[src/common/sep_pkg.sv]
// Package of constants and types for the serial EEPROM command port
package sep_pkg;

    // ------------------------------------------------------------
    // Array and frame geometry
    // ------------------------------------------------------------
    localparam int   SEP_ADDR_W      = 8;
    localparam int   SEP_DATA_W      = 8;
    localparam int   SEP_DEPTH       = 256;
    localparam int   SEP_AW_SMALL    = 7;
    localparam int   SEP_AW_LARGE    = 9;
    localparam int   SEP_FIFO_DEPTH  = 16;

    // ------------------------------------------------------------
    // Opcodes and special subcodes
    // ------------------------------------------------------------
    localparam logic [1:0] SEP_OP_READ   = 2'h2;
    localparam logic [1:0] SEP_OP_ERASE  = 2'h3;
    localparam logic [1:0] SEP_OP_WRITE  = 2'h1;
    localparam logic [1:0] SEP_OP_SPEC   = 2'h0;
    localparam logic [1:0] SEP_SUB_UNLK  = 2'h3;
    localparam logic [1:0] SEP_SUB_LOCK  = 2'h0;
    localparam logic [1:0] SEP_SUB_ERASE_WHOLE_ARRAY_CMD  = 2'h2;
    localparam logic [1:0] SEP_SUB_FILL  = 2'h1;

    // ------------------------------------------------------------
    // Timing: internal write cycle per location
    // ------------------------------------------------------------
    localparam int   SEP_CLK_MHZ     = 200;
    localparam int   SEP_WR_NS       = 100;
    localparam int   SEP_WR_CYC      = (SEP_WR_NS * SEP_CLK_MHZ + 999) / 1000;
    localparam logic [7:0] SEP_ERASED = 8'hff;
    localparam logic [7:0] SEP_MEM_RST = 8'hff;

    typedef enum logic [2:0] {
        SEP_ST_IDLE  = 3'b000,
        SEP_ST_OPC   = 3'b001,
        SEP_ST_ADDR  = 3'b010,
        SEP_ST_DATA  = 3'b011,
        SEP_ST_RDOUT = 3'b100,
        SEP_ST_DONE  = 3'b101
    } sep_state_e;

    // One programming job handed to the write engine
    typedef struct packed {
        logic       all;
        logic [7:0] addr;
        logic [7:0] data;
    } sep_job_s;

endpackage : sep_pkg

[src/rtl/sep_fifo.sv]
// Parameterised valid/ready FIFO for programming jobs
`timescale 1ns/1ps
module sep_fifo
    import sep_pkg::*;
#(
    parameter int W = 17,
    parameter int D = 16
)(
    input  wire logic         clk,
    input  wire logic         rst,
    input  wire logic [W-1:0] in_data,
    input  wire logic         in_valid,
    output logic              in_ready,
    output logic [W-1:0]      out_data,
    output logic              out_valid,
    input  wire logic         out_ready
);
    localparam int PW = $clog2(D);
    logic [W-1:0] mem [D];
    logic [PW:0]  wp_q;
    logic [PW:0]  rp_q;
    logic [PW:0]  wp_d;
    logic [PW:0]  rp_d;

    assign in_ready  = (wp_q - rp_q) != (PW+1)'(D);
    assign out_valid = wp_q != rp_q;
    assign out_data  = mem[rp_q[PW-1:0]];

    always_comb
    begin
        wp_d = wp_q + (PW+1)'(in_valid & in_ready);
        rp_d = rp_q + (PW+1)'(out_valid & out_ready);
    end

    always_ff @(posedge clk or posedge rst)
    begin
        if (rst)
        begin
            wp_q <= '0;
            rp_q <= '0;
        end
        else
        begin
            wp_q <= wp_d;
            rp_q <= rp_d;
        end
    end

    always_ff @(posedge clk)
    begin
        if (in_valid && in_ready)
            mem[wp_q[PW-1:0]] <= in_data;
    end
endmodule : sep_fifo

[src/rtl/sep_port.sv]
// Serial EEPROM command port: frame decoder, array and self-timed write engine
`timescale 1ns/1ps
module sep_port
    import sep_pkg::*;
(
    input  wire logic mclk,
    input  wire logic sys_rst,
    input  wire logic large_array,
    input  wire logic chip_select,
    input  wire logic serial_clock,
    input  wire logic serial_data_in,
    output logic      data_out_o,
    output logic      data_out_oe_n,
    output logic      busy
);
    // ------------------------------------------------------------
    // Input synchronisers
    // ------------------------------------------------------------
    logic [1:0] cs_s_q;
    logic [1:0] sk_s_q;
    logic [1:0] di_s_q;
    logic       cs_q;
    logic       sk_q;

    always_ff @(posedge mclk or posedge sys_rst)
    begin
        if (sys_rst)
        begin
            cs_s_q <= '0;
            sk_s_q <= '0;
            di_s_q <= '0;
            cs_q   <= 1'b0;
            sk_q   <= 1'b0;
        end
        else
        begin
            cs_s_q <= {cs_s_q[0], chip_select};
            sk_s_q <= {sk_s_q[0], serial_clock};
            di_s_q <= {di_s_q[0], serial_data_in};
            cs_q   <= cs_s_q[1];
            sk_q   <= sk_s_q[1];
        end
    end

    logic cs;
    logic di;
    logic sk_rise;
    logic cs_fall;
    assign cs      = cs_s_q[1];
    assign di      = di_s_q[1];
    assign sk_rise = cs && sk_s_q[1] && !sk_q;
    assign cs_fall = cs_q && !cs;

    // ------------------------------------------------------------
    // Frame decoder
    // ------------------------------------------------------------
    sep_state_e st_q;
    sep_state_e st_d;
    logic [1:0] op_q;
    logic [1:0] op_d;
    logic [8:0] sh_q;
    logic [8:0] sh_d;
    logic [3:0] cnt_q;
    logic [3:0] cnt_d;
    logic [7:0] addr_q;
    logic [7:0] addr_d;
    logic       arm_q;
    logic       arm_d;
    logic       armall_q;
    logic       armall_d;
    logic       unlk_q;
    logic       unlk_d;
    logic [7:0] wdat_q;
    logic [7:0] wdat_d;
    logic       dq_q;
    logic       dq_d;
    logic       oen_q;
    logic       oen_d;
    logic [7:0] rd_byte;
    logic       eng_busy;
    logic [3:0] aw;

    assign aw = large_array ? 4'(SEP_AW_LARGE) : 4'(SEP_AW_SMALL);

    function automatic logic [7:0] addr_of(input logic [8:0] s, input logic lg);
        addr_of = lg ? s[7:0] : {1'b0, s[6:0]};
    endfunction : addr_of

    always_comb
    begin
        st_d     = st_q;
        op_d     = op_q;
        sh_d     = sh_q;
        cnt_d    = cnt_q;
        addr_d   = addr_q;
        arm_d    = arm_q;
        armall_d = armall_q;
        unlk_d   = unlk_q;
        wdat_d   = wdat_q;
        dq_d     = dq_q;
        oen_d    = oen_q;
        if (!cs)
        begin
            st_d  = SEP_ST_IDLE;
            cnt_d = '0;
            oen_d = 1'b1;
            if (!cs_fall)
            begin
                arm_d    = 1'b0;
                armall_d = 1'b0;
            end
        end
        // busy rejects; reports status, low then high
        else if (eng_busy || (st_q == SEP_ST_IDLE && arm_q))
        begin
            st_d  = SEP_ST_DONE;
            dq_d  = 1'b0;
            oen_d = 1'b0;
        end
        else if (st_q == SEP_ST_DONE)
        begin
            // ready shown high until select drops
            dq_d = 1'b1;
        end
        else if (sk_rise)
        begin
            unique case (st_q)
                SEP_ST_IDLE:
                    if (di)
                    begin
                        st_d  = SEP_ST_OPC;
                        cnt_d = '0;
                    end
                SEP_ST_OPC:
                begin
                    op_d = {op_q[0], di};
                    cnt_d = cnt_q + 4'h1;
                    if (cnt_q == 4'h1)
                    begin
                        st_d  = SEP_ST_ADDR;
                        cnt_d = '0;
                    end
                end
                SEP_ST_ADDR:
                begin
                    sh_d  = {sh_q[7:0], di};
                    cnt_d = cnt_q + 4'h1;
                    if (cnt_q == aw - 4'h1)
                    begin
                        cnt_d  = '0;
                        addr_d = addr_of({sh_q[7:0], di}, large_array);
                        st_d   = SEP_ST_DONE;
                        unique case (op_q)
                            // dummy 0 first; no lock check
                            SEP_OP_READ:
                            begin
                                st_d  = SEP_ST_RDOUT;
                                dq_d  = 1'b0;
                                oen_d = 1'b0;
                            end
                            SEP_OP_ERASE:
                            begin
                                arm_d  = unlk_q;
                                wdat_d = SEP_ERASED;
                            end
                            SEP_OP_WRITE:
                                st_d = SEP_ST_DATA;
                            SEP_OP_SPEC:
                            begin
                                unique case (large_array ? sh_q[7:6] : sh_q[5:4])
                                    SEP_SUB_UNLK: unlk_d = 1'b1;
                                    SEP_SUB_LOCK: unlk_d = 1'b0;
                                    SEP_SUB_ERASE_WHOLE_ARRAY_CMD:
                                    begin
                                        arm_d    = unlk_q;
                                        armall_d = 1'b1;
                                        wdat_d   = SEP_ERASED;
                                    end
                                    SEP_SUB_FILL:
                                    begin
                                        armall_d = 1'b1;
                                        st_d     = SEP_ST_DATA;
                                    end
                                endcase
                            end
                        endcase
                    end
                end
                SEP_ST_DATA:
                begin
                    // eight data bits; likewise for fill
                    wdat_d = {wdat_q[6:0], di};
                    cnt_d  = cnt_q + 4'h1;
                    if (cnt_q == 4'h7)
                    begin
                        arm_d = unlk_q;
                        st_d  = SEP_ST_DONE;
                    end
                end
                SEP_ST_RDOUT:
                begin
                    dq_d  = rd_byte[3'(4'h7 - cnt_q)];
                    cnt_d = cnt_q + 4'h1;
                    if (cnt_q == 4'h7)
                    begin
                        cnt_d  = '0;
                        addr_d = large_array ? addr_q + 8'h1 : {1'b0, 7'(addr_q[6:0] + 7'h1)};
                    end
                end
                default:
                    st_d = SEP_ST_IDLE;
            endcase
        end
    end

    always_ff @(posedge mclk or posedge sys_rst)
    begin
        if (sys_rst)
        begin
            st_q     <= SEP_ST_IDLE;
            op_q     <= '0;
            sh_q     <= '0;
            cnt_q    <= '0;
            addr_q   <= '0;
            arm_q    <= 1'b0;
            armall_q <= 1'b0;
            unlk_q   <= 1'b0;
            wdat_q   <= '0;
            dq_q     <= 1'b0;
            oen_q    <= 1'b1;
        end
        else
        begin
            st_q     <= st_d;
            op_q     <= op_d;
            sh_q     <= sh_d;
            cnt_q    <= cnt_d;
            addr_q   <= addr_d;
            arm_q    <= arm_d;
            armall_q <= armall_d;
            unlk_q   <= unlk_d;
            wdat_q   <= wdat_d;
            dq_q     <= dq_d;
            oen_q    <= oen_d;
        end
    end

    // driven only in read or status
    assign data_out_o    = dq_q;
    assign data_out_oe_n = oen_q;

    // ------------------------------------------------------------
    // Job queue and self-timed write engine
    // ------------------------------------------------------------
    // Jobs are queued so a fill-all sequence can stall cleanly on back-pressure
    sep_job_s   job_in;
    sep_job_s   job_out;
    logic       job_valid;
    logic       job_ready;
    logic       job_take;
    logic       fifo_ready;
    logic [7:0] mem [SEP_DEPTH];
    logic [7:0] wa_q;
    logic [7:0] wa_d;
    logic [7:0] tmr_q;
    logic [7:0] tmr_d;
    logic       run_q;
    logic       run_d;
    logic       bsy_q;

    assign job_in   = '{all: armall_q, addr: addr_q, data: wdat_q};
    assign job_take = cs_fall && arm_q;
    // Pop only as the job finishes, so its fields stay valid for the whole cycle
    assign job_ready = run_q && !run_d;
    assign eng_busy = run_q || job_valid;
    assign rd_byte  = mem[addr_q];

    sep_fifo #(.W($bits(sep_job_s)), .D(SEP_FIFO_DEPTH)) u_fifo (
        .clk       (mclk),
        .rst       (sys_rst),
        .in_data   (job_in),
        .in_valid  (job_take),
        .in_ready  (fifo_ready),
        .out_data  (job_out),
        .out_valid (job_valid),
        .out_ready (job_ready)
    );

    always_comb
    begin
        run_d = run_q;
        wa_d  = wa_q;
        tmr_d = tmr_q;
        if (!run_q && job_valid)
        begin
            run_d = 1'b1;
            wa_d  = job_out.all ? 8'h0 : job_out.addr;
            tmr_d = 8'(SEP_WR_CYC);
        end
        else if (run_q)
        begin
            tmr_d = tmr_q - 8'h1;
            if (tmr_q == 8'h1)
            begin
                tmr_d = 8'(SEP_WR_CYC);
                wa_d  = wa_q + 8'h1;
                if (!job_out.all || wa_q == 8'(SEP_DEPTH - 1) || (!large_array && wa_q == 8'h7f))
                    run_d = 1'b0;
            end
        end
    end

    always_ff @(posedge mclk or posedge sys_rst)
    begin
        if (sys_rst)
        begin
            run_q <= 1'b0;
            wa_q  <= '0;
            tmr_q <= '0;
            bsy_q <= 1'b0;
        end
        else
        begin
            run_q <= run_d;
            wa_q  <= wa_d;
            tmr_q <= tmr_d;
            bsy_q <= run_d || job_valid || !fifo_ready;
        end
    end

    // program byte at each location; writes the job data, ones for erase
    always_ff @(posedge mclk)
    begin
        if (run_q && tmr_q == 8'h1)
            mem[wa_q] <= job_out.data;
    end

    assign busy = bsy_q;
endmodule : sep_port

[config.mk]
export PLATFORM = sky130hd
export DESIGN_NAME = sep_port
export DESIGN_NICKNAME = d
export VERILOG_FILES = /design/src/common/sep_pkg.sv /design/src/rtl/sep_fifo.sv /design/src/rtl/sep_port.sv
export SDC_FILE = /design/constraint.sdc
export NUM_CORES = 2
export LEC_CHECK = 0
export BUFFER_PORTS_ARGS = -buffer_cell sky130_fd_sc_hd__buf_4
export CORE_MARGIN = 8
export CORE_UTILIZATION = 28
export DETAILED_ROUTE_END_ITERATION = 7
export SKIP_CTS_REPAIR_TIMING = 1
export SLEW_MARGIN = 10
export SYNTH_ARGS = -nofsm -noshare
export SYNTH_HDL_FRONTEND = slang
export SYNTH_HIERARCHICAL = 1
export SYNTH_SLANG_ARGS = --single-unit
[constraint.sdc]
create_clock -name mclk -period 8.7 [get_ports mclk]
set_input_delay 0.435 -clock mclk [delete_from_list [all_inputs] [get_ports mclk]]
set_output_delay 0.435 -clock mclk [all_outputs]
set_load 0.005 [all_outputs]
==> flow_summary.json <==
{
  "rows": 213,
  "grt_antenna_before_repair": 6,
  "slew_violations": 0,
  "wl_per_cell_um": 25.6,
  "ys_ff_latch": 2394,
  "fp.dieH_um": 596,
  "track_usage": 0.130,
  "cpMostUsedCell": "buf_4",
  "ys_warn_count": 6,
  "drive_gt1_frac": 0.208,
  "synth_edf_count": 2320,
  "hpwl_um": 139000,
  "drc": 0,
  "fp.dieArea_mm2": 0.356,
  "setup_viol": 0,
  "syn_inst": 4670,
  "dieWidth_um": 596,
  "ios": 9,
  "syn_to_final_growth_pct": 13.6,
  "p_leak_nw": 23.0,
  "pwr_density_cell_mw_per_mm2": 212,
  "critPathCaptureType": "register",
  "timing.fmax_ghz": 0.179,
  "insertion_delay_ns": 0.88,
  "gp_congestion": 0.807,
  "finalClockSkew_ns": 0.0534,
  "synth_seq_area_share": 0.759,
  "cts_made_buffers": 233,
  "seq_area_mm2": 0.0715,
  "timing.hold.worst.class": "primary input to async pin",
  "cp_cell_sequence": "buf_4 -> nand2b_4 -> buf_4 -> o221ai_1 -> o311ai_0 -> a211oi_1 -> o21a_1 -> o311ai_1 -> nor4_1 -> a211o_1 -> a2111oi_2 -> o32ai_1",
  "finalCriticalPeriod_ns": 5.58,
  "cts.sinks": 2394,
  "relSlewSlack": 0.180,
  "gr-total-overflow": 0,
  "htree_levels": 4,
  "max_stage_delay_ns": 0.82,
  "postRouteAntennaNets": 0,
  "status": "finished clean",
  "initialDrtViolationCount": 5245,
  "cap_violations": 0,
  "fp.coreArea_mm2": 0.336,
  "grt_pass1_wl_um": 346000,
  "ys_types": 83,
  "nFillCells": 31800,
  "layout.nets": 4770,
  "startpoint_type": "register",
  "drt-total-wl_um": 239000,
  "rsz0062_at_grt": "false",
  "multi_input_area_mm2": 0.0212,
  "grt_max_degree": 205,
  "grt_pass1_vias": 47800,
  "netlist_area_mm2": 0.0943,
  "worstMarginPinSlew_ns": 1.23,
  "vias_per_cell": 5.05,
  "cts_root_buf": "clkbuf_16",
  "slowest_stage": "dfrtp_4",
  "path_max_fanout": 53,
  "synthArstFlopShare": 0.0309,
  "syn_nets": 4696,
  "mostFrequentLayoutCells": "edfxtp_1, mux4_2, nor2_1",
  "clockBufferDepth": 3,
  "syn_avg_cell_area_um2": 20.2,
  "period_share": 0.641,
  "place_inst": 8911,
  "firstDrtPassIters": 8,
  "numPortBuffers": 8,
  "clk_pin_slew_worst_paths_ns": 0.06,
  "instances_no_fill": 9359,
  "vias": 47300,
  "arrival_ns": 6.34,
  "start_util": 0.281,
  "tritoncts": "yes",
  "layout_commonest_cell": "edfxtp_1",
  "fin_setup_tns_ns": 0,
  "synth-main-ff-cell": "edfxtp_1",
  "cp.required_ns": 9.47,
  "vdd_drop_max_mv": 0.184,
  "timing.final.hold_violations": 0,
  "path_class": "register to register"
}
state kept, by name, summed over array words and instances, names as in the netlist, 2 cells and up:
name,flops
addr_q,8
cnt_q,4
cs_s_q,2
di_s_q,2
mem,2048
op_q,2
sh_q,8
sk_s_q,2
st_q,3
tmr_q,8
u_fifo/mem,272
u_fifo/rp_q,5
u_fifo/wp_q,5
wa_q,8
wdat_q,8
worst paths after layout:
kind / cells past startpoint / to / slack [ns] / startpoint
max: 12 / data_out_o / 3.12 / addr_q[2]
min in group mclk: 2 / cs_s_q[0] / 0.25 / chip_select
max reg2reg: 12 / data_out_o / 3.12 / addr_q[2]
max in group asynchronous: 4 / addr_q[1] / 7.50 / sys_rst
min: 3 / u_fifo/wp_q[1] / 0.12 / sys_rst
min reg2reg: 0 / sk_s_q[1] / 0.35 / sk_s_q[0]
report_power, final:
| part | internal [mW] | switching (mW) |
|---|---|---|
| Combinational | 0.0132 | 0.0271 |
| Clock | 5.80 | 4.36 |
| Sequential | 12.5 | 0.00897 |
| Total | 18.3 | 4.40 |
worst max-delay path: cells and delay by family, from the launching register on:
family,cells,cell delay [ns]
AO/OA/AOI/OAI,8,2.36
buffers and inverters,2,1.07
flip-flops,1,0.82
AND/OR/NAND/NOR,2,1.14
through the flow:
stage	utilization	total power [mW]	hold slack (ns)	instance area [um^2]	setup slack [ns]
global route	0.319	23.2	0.128	107000	3.07
finish	0.319	22.7	0.121	107000	3.12
floorplan	-	12.7	0.275	94300	4.29
detailed placement	0.296	12.7	0.340	99300	3.26
global placement	0.296	12.7	0.342	99300	3.21
CTS	0.319	22.8	-0.510	107000	3.23
cell type report:
cell class | instances | area share
antenna | 4 | 0.0000934
clock buffer | 272 | 0.0560
clock inverter | 167 | 0.0160
inverter | 26 | 0.000969
multi-input combinational | 1969 | 0.198
sequential | 2394 | 0.668
tap | 4407 | 0.0515
timing repair buffer | 120 | 0.00981
layer usage:
layer	GRT usage	vias up	share of wire
li1	-	19600	-
met1	0.177	25300	0.41
met2	0.210	2053	0.48
met3	0.0265	388	0.080
met4	0.0416	0	0.030
met5	0	-	0
cells by family (layout without fill, tap and decap cells):
family | count (synthesis) | count (layout) | synth area share
fa+ha+maj | 20 | 20 | 0.00265
compound gates | 476 | 476 | 0.0348
flops | 2394 | 2394 | 0.759
xor+xnor | 12 | 12 | 0.00111
other cells | 0 | 4 | 0
simple gates | 691 | 691 | 0.0331
buf+inv | 307 | 585 | 0.0186
mux | 770 | 770 | 0.151
cells in the mapped netlist (41+ instances only):
cell type | number | area share
o21ai_0 | 74 | 0.0039
o22ai_1 | 66 | 0.0044
mux4_2 | 512 | 0.12
nor2_1 | 347 | 0.014
clkbuf_1 | 142 | 0.0057
nand2_1 | 124 | 0.0049
nor3_1 | 53 | 0.0028
dfrtp_1 | 73 | 0.019
a21oi_1 | 96 | 0.0051
o221ai_1 | 86 | 0.0080
mux2i_1 | 237 | 0.025
buf_6 | 41 | 0.0049
edfxtp_1 | 2320 | 0.74
Power figures use the tool's default switching activity.
